## config.mk

```make
export PLATFORM = sky130hd
export DESIGN_NAME = ucp_port
export DESIGN_NICKNAME = d
export VERILOG_FILES = /design/src/hw/ucp_pkg.sv /design/src/hw/ucp_baud_if.sv /design/src/hw/ucp_baud.sv /design/src/hw/ucp_sync.sv /design/src/hw/ucp_port.sv
export SDC_FILE = /design/constraint.sdc
export NUM_CORES = 1
export LEC_CHECK = 0
export ABC_AREA = 1
export BUFFER_PORTS_ARGS = -buffer_cell sky130_fd_sc_hd__clkbuf_2
export CAP_MARGIN = 20
export CORE_UTILIZATION = 62
export DETAILED_ROUTE_END_ITERATION = 6
export HOLD_SLACK_MARGIN = 0.02
export PLACE_DENSITY = 0.84
export SLEW_MARGIN = 10
export SYNTH_ARGS = -nofsm -noshare
export SYNTH_HDL_FRONTEND = slang
export SYNTH_HIERARCHICAL = 1
export SYNTH_SLANG_ARGS = --single-unit
export TNS_END_PERCENT = 50
```

## constraint.sdc

```tcl
create_clock -name i_clock -period 4.2 [get_ports i_clock]
set_input_delay 0.63 -clock i_clock [delete_from_list [all_inputs] [get_ports i_clock]]
set_output_delay 0.63 -clock i_clock [all_outputs]
set_load 0.01 [all_outputs]
```

## src/hw/ucp_pkg.sv

```systemverilog
// shared constants and types for the serial port control block
package ucp_pkg;
  // register byte addresses
  localparam logic [7:0] ADDR_CTRL = 8'hf5;
  localparam logic [7:0] ADDR_PEND = 8'hf6;
  localparam logic [7:0] ADDR_DATA = 8'hf7;
  localparam logic [7:0] ADDR_BAUD = 8'hf8;
  // reset values
  localparam logic [7:0] CTRL_RST  = 8'h00;
  localparam logic [7:0] BAUD_RST  = 8'h00;
  localparam logic [1:0] PEND_RST  = 2'h0;
  // control field positions
  localparam int CTL_MODE_LO = 6;
  localparam int CTL_MCE     = 5;
  localparam int CTL_REN     = 4;
  localparam int CTL_TB9     = 3;
  localparam int CTL_RB9     = 2;
  localparam int CTL_RIE     = 1;
  localparam int CTL_TIE     = 0;
  // pending field positions
  localparam int PND_RX = 1;
  localparam int PND_TX = 0;
  // oversampling: sixteen ticks per serial bit
  localparam logic [3:0] TICK_MID  = 4'h7;
  localparam logic [3:0] TICK_LAST = 4'hf;
  localparam logic [3:0] TICK_HALF = 4'h8;
  localparam logic [3:0] BIT_LAST  = 4'h7;
  // operating modes
  typedef enum logic [1:0] {
    MODE_SHIFT  = 2'b00,
    MODE_UART8  = 2'b01,
    MODE_UART9F = 2'b10,
    MODE_UART9P = 2'b11
  } ucp_mode_t;
  typedef enum logic [2:0] {
    T_IDLE  = 3'b000,
    T_START = 3'b001,
    T_DATA  = 3'b010,
    T_NINTH = 3'b011,
    T_STOP  = 3'b100
  } ucp_tx_t;
  typedef enum logic [2:0] {
    R_IDLE  = 3'b000,
    R_START = 3'b001,
    R_DATA  = 3'b010,
    R_NINTH = 3'b011,
    R_STOP  = 3'b100
  } ucp_rx_t;
endpackage

```

## src/hw/ucp_baud_if.sv

```systemverilog
// bundle between the port controller and its baud tick generator
interface ucp_baud_if #(parameter int DIV_W = 8);
  logic [DIV_W-1:0] divisor;
  logic             fixed_rate;
  logic             tick;
  modport gen  (input divisor, input fixed_rate, output tick);
  modport user (output divisor, output fixed_rate, input tick);
endinterface

```

## src/hw/ucp_baud.sv

```systemverilog
// baud tick generator: one tick per sixteenth of a serial bit
module ucp_baud #(
  parameter int DIV_W = 8
) (
  input  wire logic i_clock,
  input  wire logic i_rst_b,
  ucp_baud_if.gen   bif
);
  import ucp_pkg::*;

  typedef struct packed {
    logic [DIV_W-1:0] cnt_ff;
    logic             tick_ff;
  } ucp_baud_st_t;

  ucp_baud_st_t st_ff;
  ucp_baud_st_t nxt_st;

  // fixed rate ticks every clock so a bit lasts sixteen clocks
  always_comb begin
    nxt_st = st_ff;
    nxt_st.tick_ff = 1'b0;
    if (bif.fixed_rate || st_ff.cnt_ff >= bif.divisor) begin
      nxt_st.cnt_ff  = '0;
      nxt_st.tick_ff = 1'b1;
    end else begin
      nxt_st.cnt_ff = st_ff.cnt_ff + 1'b1;
    end
  end

  always_ff @(posedge i_clock or negedge i_rst_b) begin
    if (!i_rst_b) begin
      st_ff <= '0;
    end else begin
      st_ff <= nxt_st;
    end
  end

  assign bif.tick = st_ff.tick_ff;
endmodule

```

## src/hw/ucp_sync.sv

```systemverilog
// two flip-flop synchroniser for an asynchronous pin
module ucp_sync #(
  parameter logic RST_VAL = 1'b1
) (
  input  wire logic i_clock,
  input  wire logic i_rst_b,
  input  wire logic i_async,
  output logic      o_sync
);
  typedef struct packed {
    logic meta_ff;
    logic sync_ff;
  } ucp_sync_st_t;

  ucp_sync_st_t st_ff;
  ucp_sync_st_t nxt_st;

  // first stage feeds only the second stage
  always_comb begin
    nxt_st.meta_ff = i_async;
    nxt_st.sync_ff = st_ff.meta_ff;
  end

  always_ff @(posedge i_clock or negedge i_rst_b) begin
    if (!i_rst_b) begin
      st_ff <= {RST_VAL, RST_VAL};
    end else begin
      st_ff <= nxt_st;
    end
  end

  assign o_sync = st_ff.sync_ff;
endmodule

```

## src/hw/ucp_port.sv

```systemverilog
// serial port controller with control and pending registers
// limitation: in the uart modes reception enable only gates the start of a frame;
// a frame already in flight finishes even if it is cleared
//
// Contract
// - top two control bits select mode
// - modes 0,1,3: clock/(16*(divisor+1)) bit rate
// - mode 2: fixed clock/16 bit rate
// - bit 5 enables multiprocessor filtering
// - bit 4 gates reception
// - bit 3 sent as ninth bit
// - received ninth bit stored in bit 2
// - bit 1 enables receive interrupt
// - bit 0 enables transmit interrupt
// - 9-bit filtering drops frames with ninth zero
// - mode 1 filtering drops frames without stop
// - uart mode frames add start and stop bits; shift mode sends none
// - pending bit 0 shows transmit pending
// - pending cleared only by writing zero
module ucp_port #(
  parameter int DIV_W = 8
) (
  input  wire logic        i_clock,
  input  wire logic        i_rst_b,
  input  wire logic [7:0]  i_addr,
  input  wire logic [7:0]  i_wdata,
  input  wire logic        i_wr,
  input  wire logic        i_rd,
  output logic      [7:0]  o_rdata,
  input  wire logic        i_rxd,
  output logic             o_txd,
  output logic             o_sclk,
  output logic             o_irq
);
  import ucp_pkg::*;

  // every register of this module lives in this one struct
  typedef struct packed {
    logic [7:0]       ctrl_ff;
    logic [1:0]       pend_ff;
    logic [DIV_W-1:0] baud_ff;
    logic [7:0]       rbuf_ff;
    logic [7:0]       rdata_ff;
    ucp_tx_t          tx_state_ff;
    logic [3:0]       tx_tick_ff;
    logic [3:0]       tx_bit_ff;
    logic [7:0]       tx_sh_ff;
    logic [7:0]       sh_in_ff;
    ucp_rx_t          rx_state_ff;
    logic [3:0]       rx_tick_ff;
    logic [3:0]       rx_bit_ff;
    logic [7:0]       rx_sh_ff;
    logic             rx_b9_ff;
    logic             txd_ff;
    logic             sclk_ff;
    logic             irq_ff;
  } ucp_port_st_t;

  ucp_port_st_t st_ff;
  ucp_port_st_t nxt_st;

  ucp_baud_if #(.DIV_W(DIV_W)) bif ();
  logic      rxd_s;
  logic      tick;
  ucp_mode_t mode;
  logic      nine_bit;
  logic      multiproc_filter_enable;
  logic      ren;
  logic      tx_set;
  logic      rx_set;
  logic      data_wr;

  // pin input crosses into the clock domain first
  ucp_sync #(
    .RST_VAL (1'b1)
  ) u_rx_sync (
    .i_clock (i_clock),
    .i_rst_b (i_rst_b),
    .i_async (i_rxd),
    .o_sync  (rxd_s)
  );

  // free-running tick: a frame's first bit may be short by up to
  // one tick period, traded for a simpler generator
  ucp_baud #(
    .DIV_W (DIV_W)
  ) u_baud (
    .i_clock (i_clock),
    .i_rst_b (i_rst_b),
    .bif     (bif)
  );

  // mode decode drives the baud generator
  assign mode     = ucp_mode_t'(st_ff.ctrl_ff[CTL_MODE_LO+1:CTL_MODE_LO]);
  assign nine_bit = mode[1];
  assign multiproc_filter_enable      = st_ff.ctrl_ff[CTL_MCE];
  assign ren      = st_ff.ctrl_ff[CTL_REN];
  assign bif.divisor    = st_ff.baud_ff;
  assign bif.fixed_rate = (mode == MODE_UART9F);
  assign tick = bif.tick;
  assign data_wr = i_wr && (i_addr == ADDR_DATA);

  always_comb begin
    nxt_st  = st_ff;
    tx_set  = 1'b0;
    rx_set  = 1'b0;

    // register writes; a frame end may later overwrite bit 2,
    // since the received ninth bit has priority over software
    if (i_wr) begin
      if (i_addr == ADDR_CTRL) begin
        nxt_st.ctrl_ff = i_wdata;
      end else if (i_addr == ADDR_BAUD) begin
        nxt_st.baud_ff = i_wdata[DIV_W-1:0];
      end
    end

    // transmitter; a data write while busy is dropped
    case (st_ff.tx_state_ff)
      // idle: a data write loads the shifter
      T_IDLE: begin
        if (data_wr) begin
          nxt_st.tx_sh_ff   = i_wdata;
          nxt_st.tx_tick_ff = '0;
          nxt_st.tx_bit_ff  = '0;
          if (mode == MODE_SHIFT) begin
            nxt_st.tx_state_ff = T_DATA;
          end else begin
            nxt_st.tx_state_ff = T_START;
          end
        end
      end
      // start bit, one full bit of sixteen ticks
      T_START: begin
        if (tick) begin
          nxt_st.tx_tick_ff = st_ff.tx_tick_ff + 1'b1;
          if (st_ff.tx_tick_ff == TICK_LAST) begin
            nxt_st.tx_state_ff = T_DATA;
          end
        end
      end
      // data bits lsb first; shift mode also samples the input
      T_DATA: begin
        if (tick) begin
          nxt_st.tx_tick_ff = st_ff.tx_tick_ff + 1'b1;
          // shift mode samples input as the shift clock falls
          if (mode == MODE_SHIFT && st_ff.tx_tick_ff == TICK_LAST) begin
            nxt_st.sh_in_ff = {rxd_s, st_ff.sh_in_ff[7:1]};
          end
          if (st_ff.tx_tick_ff == TICK_LAST) begin
            nxt_st.tx_sh_ff  = {1'b0, st_ff.tx_sh_ff[7:1]};
            nxt_st.tx_bit_ff = st_ff.tx_bit_ff + 1'b1;
            if (st_ff.tx_bit_ff == BIT_LAST) begin
              if (mode == MODE_SHIFT) begin
                nxt_st.tx_state_ff = T_IDLE;
                tx_set = 1'b1;
                rx_set = ren;
              end else if (nine_bit) begin
                nxt_st.tx_state_ff = T_NINTH;
              end else begin
                nxt_st.tx_state_ff = T_STOP;
              end
            end
          end
        end
      end
      // ninth bit, level taken from control bit 3
      T_NINTH: begin
        if (tick) begin
          nxt_st.tx_tick_ff = st_ff.tx_tick_ff + 1'b1;
          if (st_ff.tx_tick_ff == TICK_LAST) begin
            nxt_st.tx_state_ff = T_STOP;
          end
        end
      end
      // stop bit; pending set only once it has fully left
      T_STOP: begin
        if (tick) begin
          nxt_st.tx_tick_ff = st_ff.tx_tick_ff + 1'b1;
          if (st_ff.tx_tick_ff == TICK_LAST) begin
            nxt_st.tx_state_ff = T_IDLE;
            tx_set = 1'b1;
          end
        end
      end
      default: begin
        nxt_st.tx_state_ff = T_IDLE;
      end
    endcase

    // receiver for the uart modes; start is checked at mid-bit
    case (st_ff.rx_state_ff)
      // idle: wait for the synced line to drop
      R_IDLE: begin
        if (ren && mode != MODE_SHIFT && !rxd_s) begin
          nxt_st.rx_state_ff = R_START;
          nxt_st.rx_tick_ff  = '0;
          nxt_st.rx_bit_ff   = '0;
        end
      end
      // start bit: confirm the low level at mid-bit
      R_START: begin
        if (tick) begin
          nxt_st.rx_tick_ff = st_ff.rx_tick_ff + 1'b1;
          if (st_ff.rx_tick_ff == TICK_MID) begin
            nxt_st.rx_tick_ff = '0;
            // a glitch shorter than half a bit is not a start
            if (rxd_s) begin
              nxt_st.rx_state_ff = R_IDLE;
            end else begin
              nxt_st.rx_state_ff = R_DATA;
            end
          end
        end
      end
      // data bits sampled at mid-bit, lsb first
      R_DATA: begin
        if (tick) begin
          nxt_st.rx_tick_ff = st_ff.rx_tick_ff + 1'b1;
          if (st_ff.rx_tick_ff == TICK_LAST) begin
            nxt_st.rx_sh_ff  = {rxd_s, st_ff.rx_sh_ff[7:1]};
            nxt_st.rx_bit_ff = st_ff.rx_bit_ff + 1'b1;
            if (st_ff.rx_bit_ff == BIT_LAST) begin
              if (nine_bit) begin
                nxt_st.rx_state_ff = R_NINTH;
              end else begin
                nxt_st.rx_state_ff = R_STOP;
              end
            end
          end
        end
      end
      // ninth bit held until the frame is accepted
      R_NINTH: begin
        if (tick) begin
          nxt_st.rx_tick_ff = st_ff.rx_tick_ff + 1'b1;
          if (st_ff.rx_tick_ff == TICK_LAST) begin
            nxt_st.rx_b9_ff    = rxd_s;
            nxt_st.rx_state_ff = R_STOP;
          end
        end
      end
      // stop sample decides whether the frame is kept only in mode 1 with filtering; 9-bit filtering uses the ninth bit
      R_STOP: begin
        if (tick) begin
          nxt_st.rx_tick_ff = st_ff.rx_tick_ff + 1'b1;
          if (st_ff.rx_tick_ff == TICK_LAST) begin
            nxt_st.rx_state_ff = R_IDLE;
            rx_set = 1'b1;
            if (multiproc_filter_enable && mode == MODE_UART8 && !rxd_s) begin
              rx_set = 1'b0;
            end
            if (multiproc_filter_enable && nine_bit && !st_ff.rx_b9_ff) begin
              rx_set = 1'b0;
            end
          end
        end
      end
      default: begin
        nxt_st.rx_state_ff = R_IDLE;
      end
    endcase

    // a filtered frame leaves the buffer and ninth bit untouched
    if (rx_set && mode == MODE_SHIFT) begin
      nxt_st.rbuf_ff = {rxd_s, st_ff.sh_in_ff[7:1]};
    end else if (rx_set) begin
      nxt_st.rbuf_ff = st_ff.rx_sh_ff;
      if (nine_bit) begin
        nxt_st.ctrl_ff[CTL_RB9] = st_ff.rx_b9_ff;
      end
    end

    // writing zero clears; a same-cycle event still sets
    nxt_st.pend_ff = st_ff.pend_ff;
    if (i_wr && i_addr == ADDR_PEND) begin
      nxt_st.pend_ff = st_ff.pend_ff & i_wdata[1:0];
    end
    if (tx_set) begin
      nxt_st.pend_ff[PND_TX] = 1'b1;
    end
    if (rx_set) begin
      nxt_st.pend_ff[PND_RX] = 1'b1;
    end

    // read data valid in the cycle after the strobe only
    nxt_st.rdata_ff = '0;
    if (i_rd) begin
      if (i_addr == ADDR_CTRL) begin
        nxt_st.rdata_ff = st_ff.ctrl_ff;
      end else if (i_addr == ADDR_PEND) begin
        nxt_st.rdata_ff = {6'h00, st_ff.pend_ff};
      end else if (i_addr == ADDR_DATA) begin
        nxt_st.rdata_ff = st_ff.rbuf_ff;
      end else if (i_addr == ADDR_BAUD) begin
        nxt_st.rdata_ff = 8'(st_ff.baud_ff);
      end
    end

    // line level from the next transmitter state
    case (nxt_st.tx_state_ff)
      T_START: nxt_st.txd_ff = 1'b0;
      T_DATA:  nxt_st.txd_ff = nxt_st.tx_sh_ff[0];
      T_NINTH: nxt_st.txd_ff = nxt_st.ctrl_ff[CTL_TB9];
      default: nxt_st.txd_ff = 1'b1;
    endcase

    // shift clock low for the first half of each shift bit
    nxt_st.sclk_ff = 1'b1;
    if (nxt_st.tx_state_ff == T_DATA && mode == MODE_SHIFT) begin
      nxt_st.sclk_ff = (nxt_st.tx_tick_ff >= TICK_HALF);
    end

    // level interrupt while an enabled pending bit stands
    nxt_st.irq_ff =
      (nxt_st.pend_ff[PND_RX] && nxt_st.ctrl_ff[CTL_RIE]) ||
      (nxt_st.pend_ff[PND_TX] && nxt_st.ctrl_ff[CTL_TIE]);
  end

  // all state in one register
  always_ff @(posedge i_clock or negedge i_rst_b) begin
    if (!i_rst_b) begin
      st_ff             <= '0;
      st_ff.ctrl_ff     <= CTRL_RST;
      st_ff.pend_ff     <= PEND_RST;
      st_ff.baud_ff     <= DIV_W'(BAUD_RST);
      st_ff.tx_state_ff <= T_IDLE;
      st_ff.rx_state_ff <= R_IDLE;
      st_ff.txd_ff      <= 1'b1;
      st_ff.sclk_ff     <= 1'b1;
    end else begin
      st_ff <= nxt_st;
    end
  end

  assign o_rdata = st_ff.rdata_ff;
  assign o_txd   = st_ff.txd_ff;
  assign o_sclk  = st_ff.sclk_ff;
  assign o_irq   = st_ff.irq_ff;
endmodule

```

; After elaboration in Yosys (flattened, before gate mapping)
; Cells that the tools add are included.
[word_totals]
regBits = 95
inputBits = 21
out_inout_bits = 11
word_cells = 171
[classes]
n_addsub = 5
n_lt_le_gt_ge = 2
n_eq_ne = 35
mux = 69
bitwise = 2
reduce_logical = 34
[op_table]
columns = op, n
row1 = 8-bit two-way mux, 9
row2 = 7-bit two-way mux, 7
row3 = 4-bit case mux with 5 select lines, 2
row4 = 19-bit two-way mux, 2
row5 = 3-bit two-way mux, 11
row6 = "8-bit == test, second input constant", 4
row7 = 3-bit case mux with 5 select lines, 2
row8 = 27-bit two-way mux, 1
row9 = 12-bit two-way mux, 2
row10 = 12-bit case mux with 2 select lines, 1
row11 = 1-bit two-way mux, 23
row12 = "3-bit by 2-bit == test with 1-bit output, second input constant", 6
row13 = "4-bit by 1-bit adder with 4-bit output, second input constant", 4
row14 = "2-bit inequality test, second input constant", 8
row15 = 1-bit logical AND, 13
row16 = "4-bit by 3-bit == test with 1-bit output, second input constant", 3
row17 = 3-bit AND reduction, 4
row18 = 11-bit two-way mux, 1
row19 = "2-bit by 1-bit inequality test with 1-bit output, second input constant", 5
row20 = 10-bit AND reduction, 1
row21 = "3-bit by 1-bit == test with 1-bit output, second input constant", 3
row22 = "8-bit by 1-bit adder with 8-bit output, second input constant", 1
row23 = "4-bit == test, second input constant", 2
row24 = 8-bit >= comparator, 1
row25 = other kinds (20), 31

; Logic depth before layout (Yosys ltp)
; Gate-level depths: netlist (run 1).
[depth]
depth_word = 12
ltp_mapped = 12
depth_no_buf = 12

; Hierarchy
; Netlist (run 1), hierarchy kept.
[by_module_without_submodules]
columns = module, instances, cells_each, area_each_um2, seq_area_each_um2
row1 = ucp_port, 1, 539, 4406.7, 2079.5
row2 = ucp_baud, 1, 71, 598.1, 225.2
row3 = ucp_sync, 1, 2, 52.6, 52.6

; Worst setup path after synthesis (run 1)
; No wires, ideal clock.
[synth_timing]
path_kind = input -> register
from = input i_addr[5]
to = register st_ff (netlist bit o_irq)
setup_time_ns = 0.117
t_arrival_ns = 1.542
required_time_ns = 4.083
setup_slack_ns = 2.541
path_stages = 10
n_path_buf = 1
cell_sequence = nand2_1 -> nor2_8 -> inv_2 -> nor2_4 -> nand2_2 -> buf_6 -> nand2_1 -> o21ai_0 -> nand2_1 -> nand2_1
[synth_rtl]
columns = element, line_no
row1 = from (decl), ucp_port.sv:25  ; input wire logic [7:0] i_addr,
row2 = to (signal assigned), ucp_port.sv:332  ; st_ff <= nxt_st;
row3 = to (decl), ucp_port.sv:59  ; ucp_port_st_t st_ff;

; Final worst setup path (run 1)
[layout_timing]
from = register st_ff (netlist bit mode[1])
to = register st_ff[65] (netlist bit)
[layout_between]
elab_chain_cells = 11
elab_cells_between_ends = 19
classes_between = eq/ne: 1 / mux: 11 / reduce/logical: 7
[layout_rtl]
columns = element, line_no
row1 = 2-bit logical NOT, "ucp_port.sv:154, ucp_port.sv:265"
row2 = 1-bit two-way mux, ucp_port.sv:154  ; if (mode == MODE_SHIFT) begin
row3 = 1-bit two-way mux, ucp_port.sv:153  ; if (st_ff.tx_bit_ff == BIT_LAST) begin
row4 = 1-bit two-way mux, ucp_port.sv:150  ; if (st_ff.tx_tick_ff == TICK_LAST) begin
row5 = 1-bit two-way mux, ucp_port.sv:144  ; if (tick) begin
row6 = 1-bit two-way mux, ucp_port.sv:119  ; case (st_ff.tx_state_ff)
row7 = 1-bit two-way mux, ucp_port.sv:247  ; if (st_ff.rx_tick_ff == TICK_LAST) begin
row8 = 1-bit two-way mux, ucp_port.sv:245  ; if (tick) begin
row9 = 1-bit two-way mux, ucp_port.sv:192  ; case (st_ff.rx_state_ff)
row10 = 1-bit logical AND, ucp_port.sv:265  ; if (rx_set && mode == MODE_SHIFT) begin
row11 = 8-bit two-way mux or 2-bit nonzero test (tied branches), -
; Several ways; a longest one is shown, not always the timed one.
; A chain may end at the register's enable or synchronous reset.

==> results.toml, run 1 <==
[finish]
antenna_cells = 0
nets = 673
drive_gt1_share_pct = 16.5
fill_cells = 660
multiInputGateArea_um2 = 2250
regArea_um2 = 2360
final_area_um2 = 5420
syn2layout_area_growth_pct = 7.13
final_core_util_pct = 69.4

[timing]
tns_ns = 0
hold_violations = 0
rsz0062_at_grt = "no"
max_slew_margin_pct = 48.1
finalClockSkew_ns = 0.0149
max_freq_mhz = 536
finalSetupViolCount = 0
worst_pin_slew_ns = 0.779
slew_violations = 0
min_period_ns = 1.86
final.setup.worst_slack_ns = 2.34
finalCritPeriodShare_pct = 44.4

[synth]
syn_nets = 646
synth.area.top_cells = "dfrtp_1 (45%), nand2_1 (12%), inv_1 (5.6%), o21ai_0 (4.7%), nand3_1 (3.8%)"
synth_seq_area_share_pct = 46.6
synth_ff_type = "dfrtp_1"
synth_cells = 612
synth_top_area_cell = "dfrtp_1"
yosysTopAreaCellShare_pct = 44.5
syn_avg_cell_area_um2 = 8.26
yosysWarnings = 6
synth-edff-count = 0
syn_area_um2 = 5060
synth_cell_types = 46
synthArstFlopShare_pct = 100
synth_seq_cells = 94

[power]
p_leak_nw = 2.79
powerDensity_nw_per_um2 = 436
peakVddDrop_mv = 0.284
finalPower_mw = 2.36

[clocking]
clkTransAtPathRegs_ns = 0.11
cts-htree-levels = 3
insertion_delay_ns = 0.37
cts_root_buffer = "clkbuf_8"
postCtsSetupBuffers = 0
cts-buffers-inserted = 9
clock-sinks = 94
clock_path_buffers = 2
post_cts_resized = 0
cts_tree = "built"
ctsHoldBuffers = 0

[floorplanning]
fp-row-count = 32
core-area_um2 = 7810
ios = 32
chipHeight_um = 92.3
floorplan.die.width_um = 92.3
initial_core_util_pct = 64.8
design.die.area_um2 = 8520

[setup_path]
critPathKind = "reg -> reg"
cp-end-kind = "flip-flop"
required_ns = 4.46
critical_path.most_common_cell = "inv_2"
start_kind = "flip-flop"
path_max_fanout = 19
crit_arrival_ns = 2.12
cp_slowest_stage_delay_ns = 0.46
cpMaxStageDelayCell = "dfrtp_1"
crit_chain = "inv_2 > nand2_2 > inv_2 > nand4_1 > o21ai_2 > nand2_4 > o21ai_0 > inv_1"

[run]
maxCapViolations = 0

[detailed_routing]
drt-vias-per-instance = 5.41
dr_total_vias = 4035
route.detailed.drc = 0
firstDrtPassIters = 6
route.final.wire_length_um = 10400
avgRoutedWirePerCell_um = 14.0
drtAntennaViolNets = 0
drt_iter0_drc = 170

[global_routing]
grt_antenna_before_repair = 0
track_usage_pct = 26.4
grt_pass1_wl_um = 17600
grt_max_degree = 64
grt_pass1_vias = 3841
grt_overflow = 0

[placement]
dp_hpwl_um = 7830
place_ws_ns = 2.32
gp_congestion = 0.982
dpl-instance-area_um2 = 5220
port_buffers = 31

[outcome]
outcome = "complete, no violations"

[min_path]
hp-class = "in -> async"
## per-stage QoR
step                      std cells  hold WS (ns)
after CTS                       746         0.321
after detailed placement        730         0.350
after global placement          730         0.346
after floorplan                 612         0.334
final                           746         0.320
after global routing            746         0.322
## path summary, 6_finish.rpt
| check | from | endpoint | slack, ns | depth (start not counted) |
|---|---|---|---|---|
| setup / recovery | mode[1] | st_ff[65] | 2.34 | 8 |
| max in group asynchronous | i_rst_b | st_ff[65] | 2.97 | 2 |
| hold reg to reg | u_rx_sync/nxt_st[0] | u_rx_sync/o_sync | 0.37 | 0 |
| setup reg to reg | mode[1] | st_ff[65] | 2.34 | 8 |
| hold / removal | i_rst_b | u_baud/st_ff[3] | 0.32 | 1 |
| min in group i_clock | i_rxd | u_rx_sync/nxt_st[0] | 0.33 | 1 |
## cells in the final DEF, fill, tap and decap left out, types with 3 or more instances in the layout
cell,n
a21oi_1,19
clkbuf_2,30
clkbuf_8,10
dfrtp_1,90
dfstp_2,4
ha_1,13
inv_1,75
inv_2,9
inv_8,4
nand2_1,163
nand2_2,10
nand3_1,38
nand3_2,3
nand4_1,4
nor2_1,46
nor2_2,3
nor2_4,7
o211ai_1,8
o21ai_0,47
o21ai_1,5
o21ai_2,8
o311ai_1,3
xor2_1,9
## layout make-up
cell class	count	area share, %
Inverter	85	5.91
Timing Repair Buffer	32	3.05
Clock buffer	10	2.54
Sequential cell	94	43.5
Clock inverter	6	1.15
Tap cell	102	2.36
Multi-Input combinational cell	417	41.5
## flip-flops by register name, summed over array words and instances (netlist names), 2 cells and up, named ones only
name	count
bif.divisor	8
mode	2
u_baud/st_ff	8
o_rdata	8
st_ff	59
## power by group
part,leakage [nW],total (mW),internal (mW),switching [mW]
sequential,1.24,1.17,1.06,0.116
combinational,1.45,0.582,0.199,0.384
clock,0.104,0.607,0.250,0.356
## cell usage after synthesis, types with 3 or more instances
library cell  instances
o21ai_1               5
buf_4                 9
dfstp_2               4
nand4_1               4
o311ai_1              3
dfrtp_1              90
nand3_2               3
nand2_1             163
nor2_1               46
nand3_1              38
ha_1                 13
inv_1                75
inv_2                 9
buf_6                 5
a21oi_1              19
o211ai_1              8
o21ai_0              47
nor2_2                3
nand2_2              10
nor2_4                7
xor2_1                9
o21ai_2               8
## layer usage
| metal | global-route usage (%) | up-vias | routed length (µm) | part of all wire (%) |
|---|---|---|---|---|
| li1 | - | 2026 | - | - |
| met1 | 35.8 | 1895 | 4840 | 46 |
| met2 | 42.8 | 99 | 4940 | 47 |
| met3 | 3.94 | 15 | 443 | 4.2 |
| met4 | 10.3 | 0 | 209 | 2.0 |
| met5 | 0 | - | 0 | 0 |
## cells by family (layout without fill, tap and decap cells)
logic type	after synthesis	in the layout	synth area share, %
flip-flops	94	94	46.6
multiplexers	2	2	0.421
AO/OA/AOI/OAI	103	103	12.3
AND/OR/NAND/NOR	289	289	26.8
XOR/XNOR	10	10	1.73
adder cells (fa/ha/maj)	13	13	3.22
buffers and inverters	101	133	8.96
## critical path, delay by kind of cell (launching register included)
family	cells	cell delay [ns]
buf+inv	3	0.45
flops	1	0.46
simple gates	3	0.54
compound gates	2	0.30
No activity file was read; power rests on OpenSTA's default activity.
==> run 2: changes to the inputs <==
--- a/config.mk
+++ b/config.mk
@@ -8,10 +8,10 @@
 export ABC_AREA = 1
 export BUFFER_PORTS_ARGS = -buffer_cell sky130_fd_sc_hd__clkbuf_2
 export CAP_MARGIN = 20
-export CORE_UTILIZATION = 62
+export CORE_UTILIZATION = 55
 export DETAILED_ROUTE_END_ITERATION = 6
 export HOLD_SLACK_MARGIN = 0.02
-export PLACE_DENSITY = 0.84
+export PLACE_DENSITY = 0.79
 export SLEW_MARGIN = 10
 export SYNTH_ARGS = -nofsm -noshare
 export SYNTH_HDL_FRONTEND = slang
==> constraint.sdc (replaced) <==
create_clock -name i_clock -period 1.56 [get_ports i_clock]
set_input_delay 0.234 -clock i_clock [delete_from_list [all_inputs] [get_ports i_clock]]
set_output_delay 0.234 -clock i_clock [all_outputs]
set_load 0.01 [all_outputs]
==> run 2 against run 1 <==
Against the previous run:
- the flow now finishes with violations (design-rule violations, negative setup slack)
- worst hold slack got worse by 0.22 ns
- sequential share of layout area decreased by 4.8 points
- combinational power increased to 3.8 times the previous value
- wire length rose by 15%
- clock power rose to 2.9 times the previous value
- first-iteration DRC count up 66%
- critical path depth unchanged
- flip-flop and latch count unchanged
- non-clock buffer count up 53
- total power rose to 3.0 times the previous value
- sequential power rose to 2.7 times the previous value
- critical endpoint is now st_ff[62]
- largest power group unchanged
==> results.toml, run 2 (same netlist as run 1, synthesis figures left out) <==
[floorplanning]
ios = 32
fp-row-count = 34
core-area_um2 = 8810
chipHeight_um = 97.9
design.die.area_um2 = 9580
initial_core_util_pct = 57.4
floorplan.die.width_um = 97.9

[power]
p_seq_share_pct = 44.9
clockPowerShare_pct = 24.5
sw_frac_of_total_pct = 36.1
peakVddDrop_mv = 0.733
powerDensity_nw_per_um2 = 1170
pwr-share-comb_pct = 30.6
intPower_mw = 4.55
p_switching_mw = 2.58
p_leak_nw = 3.11

[detailed_routing]
drt-vias-per-instance = 5.48
route.final.wire_length_um = 12000
drtAntennaViolNets = 0
route.detailed.drc = 8
drt_iter0_drc = 282
firstDrtPassIters = 7
dr_total_vias = 4420
avgRoutedWirePerCell_um = 14.9

[finish]
drive_gt1_share_pct = 29.7
final_core_util_pct = 69.3
antenna_cells = 0
multiInputGateArea_um2 = 2460
largest_register_ffs = 59
regArea_um2 = 2360
final_cell_mix = "nand2_1 (152), dfrtp_1 (85), inv_1 (67)"
syn2layout_area_growth_pct = 20.6
fill_cells = 658
top_register = "st_ff"
layout_commonest_cell = "nand2_1"
nets = 727

[setup_path]
worstSetupPathDepth = 8
required_ns = 1.86
critPathBufInv = 2
rr_endpoint = "st_ff[62]"
cpMaxStageDelayCell = "dfrtp_1"
critPathTopFamily = "flip-flops"
critPathKind = "reg -> reg"
crit_chain = "ha_2 > nand2_4 > nor2_4 > inv_2 > o21ai_4 > nand2_4 > buf_6 > o21ai_4"
regToRegStartpoint = "st_ff[17]"
crit_arrival_ns = 1.86
regToRegSetupSlack_ns = -0.0008
start_kind = "flip-flop"
critPathCapture = "st_ff[62]"
cp-end-kind = "flip-flop"
critPathLaunch = "st_ff[17]"
rr_worst_depth = 8
path_max_fanout = 7
cp_slowest_stage_delay_ns = 0.38

[timing]
min_period_ns = 1.56
finalClockSkew_ns = 0.0114
slew_violations = 0
max_slew_margin_pct = 74.7
max_freq_mhz = 641
final.setup.worst_slack_ns = -0.000841
rsz0062_at_grt = "yes"
finalCritPeriodShare_pct = 100
finalSetupViolCount = 1
hold_violations = 0
hold-worst-slack_ns = 0.102
worst_pin_slew_ns = 0.379

[clocking]
cts-htree-levels = 3
clkTransAtPathRegs_ns = 0.11
cts_tree = "built"
cts-buffers-inserted = 9
clock_path_buffers = 2
insertion_delay_ns = 0.37
cts_root_buffer = "clkbuf_8"
clock-sinks = 94

[placement]
place_ws_ns = -0.0354
gp_congestion = 0.919
port_buffers = 31
dp_hpwl_um = 8420

[global_routing]
grt_busiest_layer = "met2"
grt_antenna_before_repair = 0
met2_usage_pct = 43.4
grt_max_degree = 40
track_usage_pct = 25.8
grt_pass1_wl_um = 19700
gr-usage-met1_pct = 31.9
grt_pass1_vias = 4391
met3_usage_pct = 5.23
grt_overflow = 0

[min_path]
hp-class = "in -> reg"

[run]
maxCapViolations = 0

[outcome]
violations = "design-rule violations, negative setup slack"
outcome = "finished with violations"
[run 2: changes by cell type in the layout (fill, tap and decap cells not counted), moves of 6 or more]
cell / change
buf_4: +44
nand2_1: -11
nor2_1: -10
inv_1: -8
inv_2: +8
nor2_2: +8
nand2_4: +7
nand3_1: -7
nand3_2: +6
o21ai_0: -6
[run 2: worst min path at each step]
stage / start / end / cells past startpoint
CTS: i_wdata[5] / st_ff[36] / 3
floorplan: i_rst_b / asynchronous set/reset pin / 0
detailed placement: i_rst_b / u_baud/st_ff[1] / 1
global placement: i_rst_b / u_baud/st_ff[1] / 1
finish: i_wdata[5] / st_ff[36] / 3
global route: i_wdata[5] / st_ff[36] / 3
[run 2: worst register-to-register path: cells and delay by family (launching register included)]
family          cells  cell delay (ns)
simple gates        3             0.36
fa+ha+maj           1             0.21
compound gates      2             0.31
flops               1             0.38
buf+inv             2             0.23
[run 2: layout make-up]
type	instances	area share [%]
Sequential cell	94	38.7
Clock buffer	9	2.03
Clock inverter	7	1.44
Multi-Input combinational cell	418	40.3
Timing Repair Buffer	85	10.0
Inverter	85	5.25
Tap cell	108	2.21
[run 2: timing repair]
item,CTS,global route
setup buffers,2,13
endpoints found under the hold margin,27,0
hold buffers,2,0
gates resized for setup,14,60
setup endpoints to repair,15,50
gates cloned,1,0
pin swaps,3,19
[run 2: power by group through the flow]
stage               clock network (mW)  registers [mW]  logic, mW
floorplan                            0            3.11       1.21
global placement                     0            3.15       1.71
detailed placement                   0            3.16       1.79
CTS                               1.75            3.14       1.86
global route                      1.85            3.25       2.42
finish                            1.75            3.20       2.19
[run 2: through the flow]
stage	power (mW)	TNS (ns)	instances	cell area (µm²)
floorplan	4.32	0	612	5060
global placement	4.86	0	773	5530
detailed placement	4.96	-0.0886	773	5530
CTS	6.74	-0.00407	794	5820
global route	7.52	-1.49	806	6100
finish	7.13	-0.000841	806	6100
[run 2: routing by layer]
layer  vias to the layer above  part of all wire, %
li1                       2132                    -
met1                      2105                   42
met2                       148                   50
met3                        35                  5.5
met4                         0                  2.8
met5                         -                    0
==> run 3: changes to the inputs <==
--- a/config.mk
+++ b/config.mk
@@ -8,13 +8,14 @@
 export ABC_AREA = 1
 export BUFFER_PORTS_ARGS = -buffer_cell sky130_fd_sc_hd__clkbuf_2
 export CAP_MARGIN = 20
-export CORE_UTILIZATION = 55
+export CELL_PAD_IN_SITES_DETAIL_PLACEMENT = 1
+export CELL_PAD_IN_SITES_GLOBAL_PLACEMENT = 1
+export CORE_UTILIZATION = 42
 export DETAILED_ROUTE_END_ITERATION = 6
 export HOLD_SLACK_MARGIN = 0.02
-export PLACE_DENSITY = 0.79
+export PLACE_DENSITY = 0.8
 export SLEW_MARGIN = 10
 export SYNTH_ARGS = -nofsm -noshare
 export SYNTH_HDL_FRONTEND = slang
 export SYNTH_HIERARCHICAL = 1
 export SYNTH_SLANG_ARGS = --single-unit
-export TNS_END_PERCENT = 50
==> run 3 against run 2 <==
Against the previous run:
- flip-flop and latch count did not move
- non-clock buffer count rose by 24
- die area rose by 30%
- largest power group unchanged
- clock power rose by 51%
- register-to-register slack got worse by 0.14 ns
- the run still ends with design-rule violations, negative setup slack left
- critical endpoint is now st_ff[63]
- worst hold slack improved by 0.012 ns
- sequential power barely moved
- global-route usage fell by 0.22 points
- fmax fell by 8.5%
==> results.toml, run 3 (same netlist as run 1, synthesis figures left out) <==
[floorplanning]
chipHeight_um = 112
ios = 32
core-area_um2 = 11600
floorplan.die.width_um = 112
fp-row-count = 39
initial_core_util_pct = 43.7
design.die.area_um2 = 12500

[clocking]
cts-buffers-inserted = 9
clkTransAtPathRegs_ns = 0.07
cts_tree = "built"
cts_root_buffer = "clkbuf_16"
insertion_delay_ns = 0.36
cts-htree-levels = 3
clock_path_buffers = 2
clock-sinks = 94

[setup_path]
regToRegSetupSlack_ns = -0.15
crit_arrival_ns = 1.96
rr_endpoint = "st_ff[63]"
start_kind = "flip-flop"
cp-end-kind = "flip-flop"
path_max_fanout = 7
rr_worst_depth = 9
required_ns = 1.81
critPathLaunch = "st_ff[17]"
regToRegStartpoint = "st_ff[17]"
critPathKind = "reg -> reg"
critPathCapture = "st_ff[63]"

[min_path]
hp-class = "in -> reg"
worstHoldStart = "i_wdata[7]"
whs_path_depth = 3

[finish]
fill_cells = 1371
syn2layout_area_growth_pct = 31.7
largest_register_ffs = 59
top_register = "st_ff"
regArea_um2 = 2360
antenna_cells = 0
final_area_um2 = 6660
final_cell_mix = "nand2_1 (143), dfrtp_1 (86), inv_1 (65), buf_4 (65), o21ai_0 (41)"
multiInputGateArea_um2 = 2620
layout_commonest_cell = "nand2_1"
drive_gt1_share_pct = 35.1
nets = 753

[global_routing]
grt_overflow = 0
track_usage_pct = 25.6
grt_max_degree = 42
grt_pass1_wl_um = 24800
grt_pass1_vias = 4919
grt_antenna_before_repair = 0

[timing]
final.setup.worst_slack_ns = -0.146
rsz0062_at_grt = "yes"
finalSetupViolCount = 19
finalCritPeriodShare_pct = 109
slew_violations = 0
worst_pin_slew_ns = 0.401
min_period_ns = 1.71
hold_violations = 0
max_freq_mhz = 586
finalClockSkew_ns = 0.0102
max_slew_margin_pct = 73.3

[detailed_routing]
drt_iter0_drc = 187
dr_total_vias = 4700
drt-vias-per-instance = 5.42
route.final.wire_length_um = 16700
drtAntennaViolNets = 0
avgRoutedWirePerCell_um = 19.2
route.detailed.drc = 6
firstDrtPassIters = 6

[outcome]
violations = "design-rule violations, negative setup slack"
outcome = "finished with violations"

[placement]
port_buffers = 31
dp_hpwl_um = 10700
dpl-instance-area_um2 = 5670
gp_congestion = 0.870

[power]
intPower_mw = 5.48
clockPowerShare_pct = 31.3
peakVddDrop_mv = 1.08
finalPower_mw = 8.46
p_seq_share_pct = 38.2
sw_frac_of_total_pct = 35.2
powerDensity_nw_per_um2 = 1270
pwr-share-comb_pct = 30.4
p_leak_nw = 3.35
p_switching_mw = 2.97

[run]
maxCapViolations = 0
## run 3: layout make-up
cell class | instances | area share, %
clock buffer | 9 | 3.38
clock inverter | 7 | 1.92
inverter | 85 | 4.89
multi-input combinational | 420 | 39.3
sequential | 94 | 35.5
tap | 143 | 2.69
timing repair buffer | 109 | 12.3
## run 3: layer usage
| layer | vias up | part of all wire (%) | global-route usage, % |
|---|---|---|---|
| met1 | 2363 | 41 | 30.5 |
| li1 | 2186 | - | - |
| met5 | - | 0 | 0 |
| met2 | 108 | 53 | 46.7 |
| met4 | 0 | 3.3 | 10.3 |
| met3 | 43 | 2.9 | 3.05 |
## run 3: what timing repair did
action	4_1_cts	5_1_grt
setup endpoints to repair	28	52
buffers inserted	4	22
hold buffers	2	0
cloned	3	0
resized for setup	28	87
pin swaps	6	31
endpoints found under the hold margin	25	0
## run 3: power by group through the flow
stage	logic [mW]	clock network [mW]	registers, mW
floorplan	1.21	0	3.11
global placement	1.79	0	3.15
detailed placement	1.95	0	3.18
CTS	2.12	2.67	3.17
global route	2.82	2.78	3.27
finish	2.57	2.65	3.23
## run 3: worst min-delay path by stage
stage	to	slack, ns
final	st_ff[38]	0.11
after global routing	st_ff[36]	0.15
after CTS	st_ff[38]	0.12
after detailed placement	u_baud/st_ff[1]	0.18
after global placement	u_baud/st_ff[1]	0.17
after floorplan	asynchronous set/reset pin	-0.06
## run 3: through the flow
| stage | setup slack, ns | setup TNS (ns) | instances | utilization, % | hold slack [ns] |
|---|---|---|---|---|---|
| after floorplan | 0.0335 | 0 | 612 | - | -0.0616 |
| after global placement | -0.0103 | -0.0103 | 821 | 49.0 | 0.173 |
| after detailed placement | -0.129 | -1.05 | 821 | 49.0 | 0.178 |
| after CTS | -0.0230 | -0.0990 | 846 | 53.4 | 0.118 |
| after global routing | -0.243 | -3.25 | 867 | 57.6 | 0.151 |
| final | -0.146 | -1.36 | 867 | 57.6 | 0.115 |
## run 3: worst max-delay path, stage by stage (launching register included)
cell	delay (ns)
dfrtp_1	0.36
ha_2	0.20
nand2_2	0.07
nor2_4	0.20
inv_2	0.09
o21ai_4	0.28
nand2_4	0.14
buf_12	0.16
nand2_4	0.05
o21ai_2	0.05
